## src/rtl/or_move_map.vh

```
// opcode fields, timing and reset constants for the or/and/move decoder
`ifndef OR_MOVE_MAP_VH
`define OR_MOVE_MAP_VH
`define OP_OR_IMM       8'h09
`define OP_LOAD_BANK    8'h01
`define OP_OR_FILE      6'h04
`define OP_MOVE_FILE    6'h14
`define OP_LOAD_PTR     8'hEE
`define OP_MM_SRC       4'hC
`define OP_SECOND       4'hF
`define PTR_SECOND      8'hF0
`define ACCESS_LIMIT    8'h5F
`define ACCESS_SFR_BASE 4'hF
`define ACC_ADDR        12'hFE8
`define BANK_MASK       8'h0F
`define ACC_RST         8'h00
`define BANK_RST        8'h00
`define PTR_RST         12'h000
`define FLAGS_RST       2'h0
`define FLAG_N          1
`define FLAG_Z          0
`define CLK_NS          40
`define QUARTERS        4
`endif

```

## src/rtl/or_and_move_instruction_decode.v

```verilog
// decode and execute of the or / pointer load / move / bank load instruction group
//
// Operation
// - or immediate into accumulator
// - or and file moves set n, z only
// - or file; destination bit picks target
// - access bit zero uses fixed access bank
// - extended mode, low address means indexed offset
// - pointer load: two words, 12-bit immediate
// - move file to accumulator or itself
// - memory move: 12-bit source, 12-bit destination
// - memory move: read first, write second cycle
// - accumulator may be memory move endpoint
// - bank load clears upper four bits
//
// The register offsets and the strobed register port were chosen for this implementation.
`timescale 1ns/1ps
`default_nettype none
`include "or_move_map.vh"
module or_and_move_instruction_decode #(
	parameter ACC_ADDR_P = `ACC_ADDR
) (
	// clock and reset
	input  wire        clk,
	input  wire        sys_rst,
	// instruction stream
	input  wire [15:0] instr_word,
	input  wire        instr_valid,
	input  wire        ext_mode,
	// data memory
	input  wire [7:0]  mem_rdata,
	input  wire [7:0]  index_base,
	output reg  [11:0] mem_addr,
	output reg         mem_rd,
	output reg         mem_wr,
	output reg  [7:0]  mem_wdata,
	// core state
	output reg  [7:0]  accumulator,
	output reg  [7:0]  bank_select_register,
	output reg  [11:0] pointer_0,
	output reg  [11:0] pointer_1,
	output reg  [11:0] pointer_2,
	output reg  [1:0]  flags_nz,
	output reg         instr_ready,
	output reg  [1:0]  quarter
);
	localparam S_Q1   = 6'h01;
	localparam S_Q2   = 6'h02;
	localparam S_Q3   = 6'h04;
	localparam S_Q4   = 6'h08;
	localparam S_MM2  = 6'h10;
	localparam S_PTR2 = 6'h20;

	localparam K_OR_IMM = 3'd1;
	localparam K_OR_F   = 3'd2;
	localparam K_MOV_F  = 3'd3;
	localparam K_BANK   = 3'd4;
	localparam K_PTR    = 3'd5;
	localparam K_MM     = 3'd6;
	localparam K_NONE   = 3'd0;
	localparam K_MM_DST = 3'd7;

	reg [5:0]  state_r;
	reg [2:0]  kind_r;
	reg [15:0] word_r;
	reg [7:0]  opnd_r;
	reg [7:0]  result_r;
	reg [1:0]  ptr_sel_r;
	reg [3:0]  ptr_hi_r;

	// resolve an 8-bit file address to a 12-bit data address
	function [11:0] file_addr;
		input [7:0] f;
		input       a;
		input [7:0] bank;
		input       ext;
		input [7:0] base;
		begin
			if (a)
				file_addr = {bank[3:0], f};
			else if (ext && f <= `ACCESS_LIMIT)
				file_addr = {4'h0, base + f};
			else if (f[7])
				file_addr = {`ACCESS_SFR_BASE, f};
			else
				file_addr = {4'h0, f};
		end
	endfunction

	function [2:0] decode;
		input [15:0] w;
		begin
			if (w[15:8] == `OP_OR_IMM)
				decode = K_OR_IMM;
			else if (w[15:8] == `OP_LOAD_BANK)
				decode = K_BANK;
			else if (w[15:10] == `OP_OR_FILE)
				decode = K_OR_F;
			else if (w[15:10] == `OP_MOVE_FILE)
				decode = K_MOV_F;
			else if (w[15:8] == `OP_LOAD_PTR && w[7:6] == 2'b00 && w[5:4] != 2'b11)
				decode = K_PTR;
			else if (w[15:12] == `OP_MM_SRC)
				decode = K_MM;
			else
				decode = K_NONE;
		end
	endfunction

	// true when a 12-bit data address names the accumulator
	function is_acc;
		input [11:0] a;
		begin
			is_acc = (a == ACC_ADDR_P);
		end
	endfunction

	// next value of one pointer; only the selected one moves
	function [11:0] ptr_next;
		input [11:0] cur;
		input [1:0]  sel;
		input [1:0]  idx;
		input        hi_wr;
		input        lo_wr;
		input [3:0]  hi;
		input [7:0]  lo;
		begin
			ptr_next = cur;
			if (hi_wr && sel == idx)
				ptr_next = {hi, cur[7:0]};
			else if (lo_wr && sel == idx)
				ptr_next = {cur[11:8], lo};
		end
	endfunction

	wire [11:0] f_addr = file_addr(word_r[7:0], word_r[8], bank_select_register,
		ext_mode, index_base);
	// the accumulator sits in the data space, so reads of it bypass memory
	wire [7:0] rd_val = is_acc(mem_addr) ? accumulator : mem_rdata;

	// decoded strobes; each state register below has its own process
	wire take        = instr_valid && instr_ready;
	wire in_q2       = (state_r == S_Q2);
	wire in_q3       = (state_r == S_Q3);
	wire in_q4       = (state_r == S_Q4);
	wire file_kind   = (kind_r == K_OR_F) || (kind_r == K_MOV_F);
	wire acc_wr_imm  = in_q4 && (kind_r == K_OR_IMM);
	wire acc_wr_file = in_q4 && file_kind && (!word_r[9] || is_acc(mem_addr));
	wire acc_wr_mm   = in_q4 && (kind_r == K_MM_DST) && is_acc(word_r[11:0]);
	wire mem_wr_file = in_q4 && file_kind && word_r[9] && !is_acc(mem_addr);
	wire mem_wr_mm   = in_q4 && (kind_r == K_MM_DST) && !is_acc(word_r[11:0]);
	wire flags_wr    = acc_wr_imm || (in_q4 && file_kind);
	wire bank_wr     = in_q4 && (kind_r == K_BANK);
	wire ptr_hi_wr   = in_q4 && (kind_r == K_PTR);
	wire ptr_lo_wr   = take && (state_r == S_PTR2) && (instr_word[15:8] == `PTR_SECOND);

	// quarter sequencer: Q1 takes a word, Q2 reads, Q3 computes, Q4 writes
	always @(posedge clk) begin
		if (sys_rst) begin
			state_r     <= S_Q1;
			instr_ready <= 1'b1;
			quarter     <= 2'd0;
		end else begin
			case (state_r)
			S_Q1: begin
				quarter <= 2'd0;
				if (take) begin
					instr_ready <= 1'b0;
					state_r     <= S_Q2;
					quarter     <= 2'd1;
				end
			end
			S_Q2: begin
				quarter <= 2'd2;
				state_r <= S_Q3;
			end
			S_Q3: begin
				quarter <= 2'd3;
				state_r <= S_Q4;
			end
			S_Q4: begin
				quarter     <= 2'd0;
				instr_ready <= 1'b1;
				if (kind_r == K_PTR)
					state_r <= S_PTR2;
				else if (kind_r == K_MM)
					state_r <= S_MM2;
				else
					state_r <= S_Q1;
			end
			S_PTR2, S_MM2: begin
				// the second word runs a full cycle of its own
				if (take) begin
					instr_ready <= 1'b0;
					state_r     <= S_Q2;
					quarter     <= 2'd1;
				end
			end
			default: begin
				state_r     <= S_Q1;
				instr_ready <= 1'b1;
				quarter     <= 2'd0;
			end
			endcase
		end
	end

	// instruction capture; a second word with the wrong prefix becomes a no-op
	always @(posedge clk) begin
		if (sys_rst) begin
			word_r <= 16'h0000;
			kind_r <= K_NONE;
		end else if (take) begin
			word_r <= instr_word;
			case (state_r)
			S_Q1:    kind_r <= decode(instr_word);
			S_MM2:   kind_r <= (instr_word[15:12] == `OP_SECOND) ? K_MM_DST : K_NONE;
			default: kind_r <= K_NONE;
			endcase
		end
	end

	// operand and result path; the move source byte is held across the second word
	always @(posedge clk) begin
		if (sys_rst) begin
			opnd_r    <= 8'h00;
			result_r  <= 8'h00;
			ptr_sel_r <= 2'h0;
			ptr_hi_r  <= 4'h0;
		end else if (in_q2) begin
			opnd_r <= word_r[7:0];
		end else if (in_q3) begin
			case (kind_r)
			K_OR_IMM: result_r <= accumulator | opnd_r;
			K_OR_F:   result_r <= accumulator | rd_val;
			K_MOV_F:  result_r <= rd_val;
			K_MM:     result_r <= rd_val;
			K_BANK:   result_r <= opnd_r & `BANK_MASK;
			K_PTR: begin
				ptr_sel_r <= word_r[5:4];
				ptr_hi_r  <= word_r[3:0];
			end
			default:  result_r <= result_r;
			endcase
		end
	end

	// read and write strobes, one cycle each; the destination word of a memory
	// move never reads, so there is no dummy read in its cycle
	always @(posedge clk) begin
		if (sys_rst) begin
			mem_rd <= 1'b0;
			mem_wr <= 1'b0;
		end else begin
			mem_rd <= in_q2 && ((file_kind && !is_acc(f_addr)) ||
				(kind_r == K_MM && !is_acc(word_r[11:0])));
			mem_wr <= mem_wr_file || mem_wr_mm;
		end
	end

	// address and write data hold between strobes
	always @(posedge clk) begin
		if (sys_rst) begin
			mem_addr  <= 12'h000;
			mem_wdata <= 8'h00;
		end else if (in_q2 && file_kind) begin
			mem_addr <= f_addr;
		end else if (in_q2 && kind_r == K_MM) begin
			mem_addr <= word_r[11:0];
		end else if (mem_wr_file) begin
			mem_wdata <= result_r;
		end else if (mem_wr_mm) begin
			mem_addr  <= word_r[11:0];
			mem_wdata <= result_r;
		end
	end

	// the extended three-cycle form of the memory move is not told apart here
	always @(posedge clk) begin
		if (sys_rst) begin
			accumulator <= `ACC_RST;
		end else if (acc_wr_imm || acc_wr_file || acc_wr_mm) begin
			accumulator <= result_r;
		end
	end

	// only the or and the single-register move touch the flags
	always @(posedge clk) begin
		if (sys_rst) begin
			flags_nz <= `FLAGS_RST;
		end else if (flags_wr) begin
			flags_nz[`FLAG_N] <= result_r[7];
			flags_nz[`FLAG_Z] <= (result_r == 8'h00);
		end
	end

	always @(posedge clk) begin
		if (sys_rst) begin
			bank_select_register <= `BANK_RST;
		end else if (bank_wr) begin
			bank_select_register <= result_r;
		end
	end

	// pointers: high nibble in the first cycle, low byte when the second word is taken;
	// a select of 3 never gets here, it decodes as an unknown word
	always @(posedge clk) begin
		if (sys_rst) begin
			pointer_0 <= `PTR_RST;
		end else begin
			pointer_0 <= ptr_next(pointer_0, ptr_sel_r, 2'd0, ptr_hi_wr, ptr_lo_wr,
				ptr_hi_r, instr_word[7:0]);
		end
	end

	always @(posedge clk) begin
		if (sys_rst) begin
			pointer_1 <= `PTR_RST;
		end else begin
			pointer_1 <= ptr_next(pointer_1, ptr_sel_r, 2'd1, ptr_hi_wr, ptr_lo_wr,
				ptr_hi_r, instr_word[7:0]);
		end
	end

	always @(posedge clk) begin
		if (sys_rst) begin
			pointer_2 <= `PTR_RST;
		end else begin
			pointer_2 <= ptr_next(pointer_2, ptr_sel_r, 2'd2, ptr_hi_wr, ptr_lo_wr,
				ptr_hi_r, instr_word[7:0]);
		end
	end
endmodule // or_and_move_instruction_decode
`default_nettype wire

```

## config.mk

```make
export PLATFORM = sky130hd
export DESIGN_NAME = or_and_move_instruction_decode
export DESIGN_NICKNAME = d
export VERILOG_FILES = /design/src/rtl/or_and_move_instruction_decode.v
export VERILOG_INCLUDE_DIRS = /design/src /design/src/rtl
export SDC_FILE = /design/constraint.sdc
export NUM_CORES = 1
export LEC_CHECK = 0
export ABC_CLOCK_PERIOD_IN_PS = 3650
export BUFFER_PORTS_ARGS = -buffer_cell sky130_fd_sc_hd__buf_2
export CAP_MARGIN = 20
export CORE_ASPECT_RATIO = 0.6
export CORE_MARGIN = 2
export CORE_UTILIZATION = 52
export CTS_BUF_LIST = sky130_fd_sc_hd__clkbuf_16
export CTS_CLUSTER_SIZE = 14
export DETAILED_ROUTE_END_ITERATION = 10
export GPL_ROUTABILITY_DRIVEN = 1
export GPL_TIMING_DRIVEN = 0
export PLACE_DENSITY = 0.76
export SETUP_SLACK_MARGIN = 0.5
export SLEW_MARGIN = 5
export SYNTH_ARGS = -nofsm -noshare
export SYNTH_HDL_FRONTEND = slang
export SYNTH_SLANG_ARGS = --single-unit
```

## constraint.sdc

```tcl
create_clock -name clk -period 3.65 [get_ports clk]
set_input_delay 0.1825 -clock clk [delete_from_list [all_inputs] [get_ports clk]]
set_output_delay 0.1825 -clock clk [all_outputs]
set_load 0.02 [all_outputs]
```

# [Word-level counts from Yosys, hierarchy flattened]
# Cells that the tools add are included.
[classes] order_cmp=1 div=0 addsub=1 bitwise_logic=9 shifts=0 reduce_logical=56 muxes=34 mul=0 eq_ne=30
[ops] operator="$mux 12" n=10
[ops] operator="$mux 8" n=6
[ops] operator="$eq 12x12->1 const B" n=3
[ops] operator="$pmux 8 s4" n=1
[ops] operator="$logic_and 1x1->1" n=27
[ops] operator="$pmux 6 s4" n=1
[ops] operator="$mux 3" n=7
[ops] operator="$eq 8x8->1 const B" n=2
[ops] operator="$or 8x8->8" n=2
[ops] operator="$eq 3x3->1 const B" n=4
[ops] operator="$eq 6x3->1 const B" n=2
[ops] operator="$eq 6x5->1 const B" n=2
[ops] operator="$mux 6" n=2
[ops] operator="$reduce_and 2->1" n=5
[ops] operator="$reduce_and 3->1" n=3
[ops] operator="$add 8x8->8" n=1
[ops] operator="$eq 4x4->1 const B" n=2
[ops] operator="$eq 8x1->1 const B" n=1
[ops] operator="$eq 8x4->1 const B" n=1
[ops] operator="$le 8x7->1 const B" n=1
[ops] operator="$logic_not 8->1" n=1
[ops] operator="$pmux 2 s4" n=1
[ops] operator="$logic_or 1x1->1" n=7
[ops] operator="$not 1->1" n=7
[ops] operator="other kinds (23)" n=32
[word_totals] n_memories=0 mem_bits_ro=0 ramBits=0 in_bits=36 output_inout_bits=79 regBits=122 latch_bits=0

# [Logic depth before layout (Yosys ltp)]
[depth] ltp_word=9 depth_mapped=7 ltp_nobuf=7

# [Least setup slack after synthesis]
# No wires, ideal clock.
[synth_timing] path_kind="register to register" start="register mem_addr[0]" end="register result_r[6]" path_stages_with_launch=8 setup_slack_ns=1.333 setup_time_ns=0.086 synth_period_minus_slack_ns=2.317 n_path_buf=2 arrival_time_ns=2.231 cell_sequence="dfxtp_1 or4b_1 or3_1 clkbuf_1 buf_1 mux2i_1 o32a_1 a211oi_1"
[synth_via] elab_chain_len=4
[synth_rtl] item="start: declaration" line_no="or_and_move_instruction_decode.v:33" source="output reg [11:0] mem_addr,"
[synth_rtl] item="start signal: assignment" line_no="or_and_move_instruction_decode.v:267" source="mem_addr <= f_addr;"
[synth_rtl] item="start signal: assignment" line_no="or_and_move_instruction_decode.v:269" source="mem_addr <= word_r[11:0];"
[synth_rtl] item="start signal: assignment" line_no="or_and_move_instruction_decode.v:273" source="mem_addr <= word_r[11:0];"
[synth_rtl] item="$eq 12x12->1 *" line_no="or_and_move_instruction_decode.v:114" source="is_acc = (a == ACC_ADDR_P);"
[synth_rtl] item="$mux 8 *" line_no="or_and_move_instruction_decode.v:139" source="wire [7:0] rd_val = is_acc(mem_addr) ? accumulator : mem_rdata;"
[synth_rtl] item="$or 8x8->8" line_no="or_and_move_instruction_decode.v:235" source="K_OR_F: result_r <= accumulator | rd_val;"
[synth_rtl] item="$pmux 8 s4 *" line_no="or_and_move_instruction_decode.v:233" source="case (kind_r)"
[synth_rtl] item="end signal: assignment" line_no="or_and_move_instruction_decode.v:234" source="K_OR_IMM: result_r <= accumulator | opnd_r;"
[synth_rtl] item="end signal: assignment" line_no="or_and_move_instruction_decode.v:235"
[synth_rtl] item="end signal: assignment" line_no="or_and_move_instruction_decode.v:236" source="K_MOV_F: result_r <= rd_val;"
[synth_rtl] item="end: declaration" line_no="or_and_move_instruction_decode.v:67" source="reg [7:0] result_r;"
# Mark *: on every way between the ends. The rest lies on a longest branch, timed or not.
# A chain may end at the register's enable or synchronous reset.

# [Worst setup path in the final report]
[layout_timing] start="register word_r[1]" end="register mem_rd"
[layout_via] elab_chain_len=9 word_cells_on_any_way=14 classes_between="add/sub (1); order compare (1); eq/ne (2); mux (3); reduce/logical (7)"
[layout_rtl] item="start: declaration" line_no="or_and_move_instruction_decode.v:65" source="reg [15:0] word_r;"
[layout_rtl] item="start signal: assignment" line_no="or_and_move_instruction_decode.v:214" source="word_r <= instr_word;"
[layout_rtl] item="$le 8x7->1 (no line)"
[layout_rtl] item="$logic_and 1x1->1 (no line)"
[layout_rtl] item="$mux 12" line_no="or_and_move_instruction_decode.v:81" source="else if (ext && f <= `ACCESS_LIMIT)"
[layout_rtl] item="$mux 12" line_no="or_and_move_instruction_decode.v:79" source="if (a)"
[layout_rtl] item="$eq 12x12->1" line_no="or_and_move_instruction_decode.v:114"
[layout_rtl] item="$logic_not 1->1" line_no="or_and_move_instruction_decode.v:255" source="mem_rd <= in_q2 && ((file_kind && !is_acc(f_addr)) ||"
[layout_rtl] item="$logic_and 1x1->1" line_no="or_and_move_instruction_decode.v:255"
[layout_rtl] item="$logic_or 1x1->1 *" line_no="or_and_move_instruction_decode.v:255"
[layout_rtl] item="$logic_and 1x1->1 *" line_no="or_and_move_instruction_decode.v:255"
[layout_rtl] item="end signal: assignment" line_no="or_and_move_instruction_decode.v:255"
[layout_rtl] item="end: declaration" line_no="or_and_move_instruction_decode.v:34" source="output reg mem_rd,"
# Marks and branches as above.

==> impl_metrics.toml <==
[yosys]
synth-seq-cells = 122
syn_nets = 728
async_flop_share = 0
post_synth.cell_area_avg_um2 = 8.57
muxShareOfSynthArea = 0.0974
yosys.area_share.xor_xnor = 0.00299
synth_area_mm2 = 0.00586
ys.flop_type = "dfxtp_1"
synth_top_family_by_area = "simple AND/OR/NAND/NOR gates"
synth_cells = 684
synth_edf_count = 0
yosysUniqueCellTypes = 69
ys_warn_count = 0
yosysSeqAreaShare = 0.417
synth_adder_area_share = 0.0184
yosys.area_share.simple = 0.251
synth-compound-area-share = 0.184

[global_routing]
grt_max_degree = 17
grt_pass1_wl_um = 30100
grt_overflow = 0
grt_pass1_vias = 5684
antenna_found_initial = 0
gr-usage-all-layers = 0.319

[critical_path]
r2r_setup_slack_ps = 780
crit_chain = "ha_1 -> a211oi_1 -> o21ai_0 -> and4b_1 -> or3_1 -> a41oi_1"
crit_path_start = "word_r[1]$_SDFFE_PP0P_"
required_ps = 3960
slowest_stage = "dfxtp_1"
cp-start-kind = "flip-flop"
r2r_end = "mem_rd$_SDFF_PP0_"
timing.rr.start = "word_r[1]$_SDFFE_PP0P_"
rr_worst_depth = 6
critPathArrivalTime_ps = 3180
cp_slowest_stage_delay_ps = 640
crit_fanout = 7
worst-setup-path-type = "reg -> reg"
end_kind = "flip-flop"
critical_path_buf_inv_count = 0
cp_top_family = "compound AO/OA/AOI/OAI gates"

[floorplanning]
io_pins = 115
core_mm2 = 0.0108
die_w_um = 141
num_rows = 29
die-area_mm2 = 0.0122
start_util = 0.544
fp.dieH_um = 86.2

[timing]
fin_hold_ws_ps = 53.0
rsz0062_at_grt = "false"
fin_skew_ps = 7.81
finalHoldViolCount = 0
setup_ws_ps = 782
fin_crit_ps = 2870
maxSlewViolCount = 0
maxSlewHeadroom = 0.258
setup-violations-final = 0
fmax_ghz = 0.349
setup_tns_ps = 0
worst_slew_pin_slew_ps = 1100
period_share = 0.786

[layout]
finish.net_count = 861
drive_gt1_frac = 0.208
utilization = 0.667
syn2layout_area_growth_pct = 22.6
finalNonFillerCells = 969
diodes = 0

[placement]
port_buffers = 113
dp_slack_ps = 913
dp.cells = 936
hpwl_um = 14200
gp_routability_congestion = 0.984

[status]
status = "completed"

[clocking]
numCtsBuffers = 17
cts_tree = "yes"
cts.htree.levels = 4
clk_pin_slew_ps = 60
clkSinkCount = 122
clock_latency_ps = 420
cts-hold-fix-buffers = 0
cts_root_buf = "clkbuf_16"
cts_setup_buffers = 0
cts_resized = 0
clockBufferDepth = 2

[min_path]
min_path_cells = 3
hp-start = "instr_word[1]"
hp-class = "in -> reg"
hold_path_end = "word_r[1]$_SDFFE_PP0P_"

[routing]
drt_first_pass_iters = 5
postRouteAntennaNets = 0
drtIter0Drc = 632
wl_per_cell_um = 19.9
drc = 0
wirelength_um = 19300
avgViaCountPerCell = 6.30
vias = 6108

[power_and_ir_drop]
vdd_ir_drop_max_mv = 0.317
power_density_mw_per_mm2 = 481
leakage_nw = 2.86

[flow_run]
max_cap_viol_count = 0
registers in the layout, summed over array words and instances, names as in the netlist, 3 cells and up:
| register | cells |
|---|---|
| mem_addr | 12 |
| pointer_0 | 12 |
| pointer_1 | 12 |
| pointer_2 | 12 |
| word_r | 12 |
| accumulator | 8 |
| bank_select_register | 8 |
| mem_wdata | 8 |
| opnd_r | 8 |
| result_r | 8 |
| state_r | 6 |
| ptr_hi_r | 4 |
| kind_r | 3 |
power by group:
| group | total, W | internal (W) | switching (W) |
|---|---|---|---|
| Clock | 0.00166 | 0.000964 | 0.000698 |
| Combinational | 0.000390 | 0.000133 | 0.000257 |
| Sequential | 0.00140 | 0.00136 | 0.0000458 |
| Total | 0.00346 | 0.00246 | 0.00100 |
cells by family after synthesis:
kind of cell / after synthesis
xor gates and xnor gates: 2
buffers and inverters: 44
adders and majority gates: 8
muxes: 57
DFF: 122
AOI/OAI and AO/OA: 167
and+or+nand+nor: 284
cells in the final DEF, fill, tap and decap left out, types with 7 or more instances in the layout:
cell / Yosys / routed
dfxtp_1: 122 / 122
buf_2: 4 / 117
nand2_1: 83 / 83
nor2_1: 65 / 65
mux2i_1: 57 / 57
a21oi_1: 57 / 57
nand3_1: 51 / 51
o21ai_0: 36 / 36
clkbuf_1: 30 / 30
clkbuf_16: 0 / 17
a211oi_1: 13 / 13
nor3_1: 12 / 12
nand2b_1: 11 / 11
a31oi_1: 9 / 9
nor3b_1: 7 / 7
ha_1: 7 / 7
inv_6: 0 / 7
Yosys cell counts (3+ instances only):
cell type | n | area share
nor2_1 | 65 | 0.042
nor4_1 | 5 | 0.0053
nand3b_1 | 4 | 0.0051
dfxtp_1 | 122 | 0.42
nand3_1 | 51 | 0.044
nor3_1 | 12 | 0.010
and3b_1 | 3 | 0.0045
o21bai_1 | 3 | 0.0038
o221a_2 | 5 | 0.0096
inv_1 | 4 | 0.0026
nand2b_1 | 11 | 0.012
nor2b_1 | 5 | 0.0053
buf_2 | 4 | 0.0034
a21oi_1 | 57 | 0.049
nand4b_1 | 4 | 0.0060
o32a_1 | 4 | 0.0068
mux2i_1 | 57 | 0.097
a31oi_1 | 9 | 0.0096
nor3b_1 | 7 | 0.0090
o31ai_1 | 4 | 0.0051
buf_1 | 5 | 0.0032
ha_1 | 7 | 0.015
o2111ai_1 | 4 | 0.0060
o21ai_0 | 36 | 0.031
or3b_2 | 4 | 0.0060
a311oi_1 | 4 | 0.0060
and2_1 | 4 | 0.0043
a21o_1 | 5 | 0.0064
or3_1 | 4 | 0.0043
clkbuf_1 | 30 | 0.019
nand2_1 | 83 | 0.053
nor4b_1 | 3 | 0.0045
nor4_2 | 3 | 0.0064
a211oi_1 | 13 | 0.017
worst min-delay path: stages:
cell and delay (ps):
buf_2 120, nand2_1 60, a21oi_1 50
how the worst max path moves through the flow:
| stage | endpoint | slack [ps] | depth (start not counted) |
|---|---|---|---|
| 2_1_floorplan | result_r[6]$_SDFFE_PP0P_ | 1330 | 7 |
| 3_3_place_gp | mem_rd$_SDFF_PP0_ | 980 | 6 |
| 3_5_place_dp | pointer_1[9]$_SDFFE_PP0P_ | 910 | 5 |
| 4_1_cts | pointer_1[9]$_SDFFE_PP0P_ | 870 | 5 |
| 5_1_grt | pointer_1[9]$_SDFFE_PP0P_ | 670 | 6 |
| 6_report | mem_rd$_SDFF_PP0_ | 780 | 6 |
cell type report:
| class | instances | area (um2) |
|---|---|---|
| Buffer | 40 | 159 |
| Clock buffer | 17 | 425 |
| Clock inverter | 15 | 154 |
| Fill cell | 947 | 3590 |
| Inverter | 4 | 15.0 |
| Multi-Input combinational cell | 518 | 3240 |
| Sequential cell | 122 | 2440 |
| Tap cell | 139 | 174 |
| Timing Repair Buffer | 114 | 573 |
layer usage:
metal  vias to the layer above  GRT usage  wire, um
met5                         -          0         0
met4                         0      0.101       301
met3                        39     0.0961      2480
met2                       378      0.440      7730
met1                      2908      0.474      8780
li1                       2783          -         -
through the flow:
stage / total power, W / area (um2)
after CTS: 0.00345 / 7180
after floorplan: 0.00166 / 5860
after global routing: 0.00356 / 7190
after global placement: 0.00179 / 6600
after detailed placement: 0.00180 / 6600
final: 0.00346 / 7190
Power figures use the tool's default switching activity.
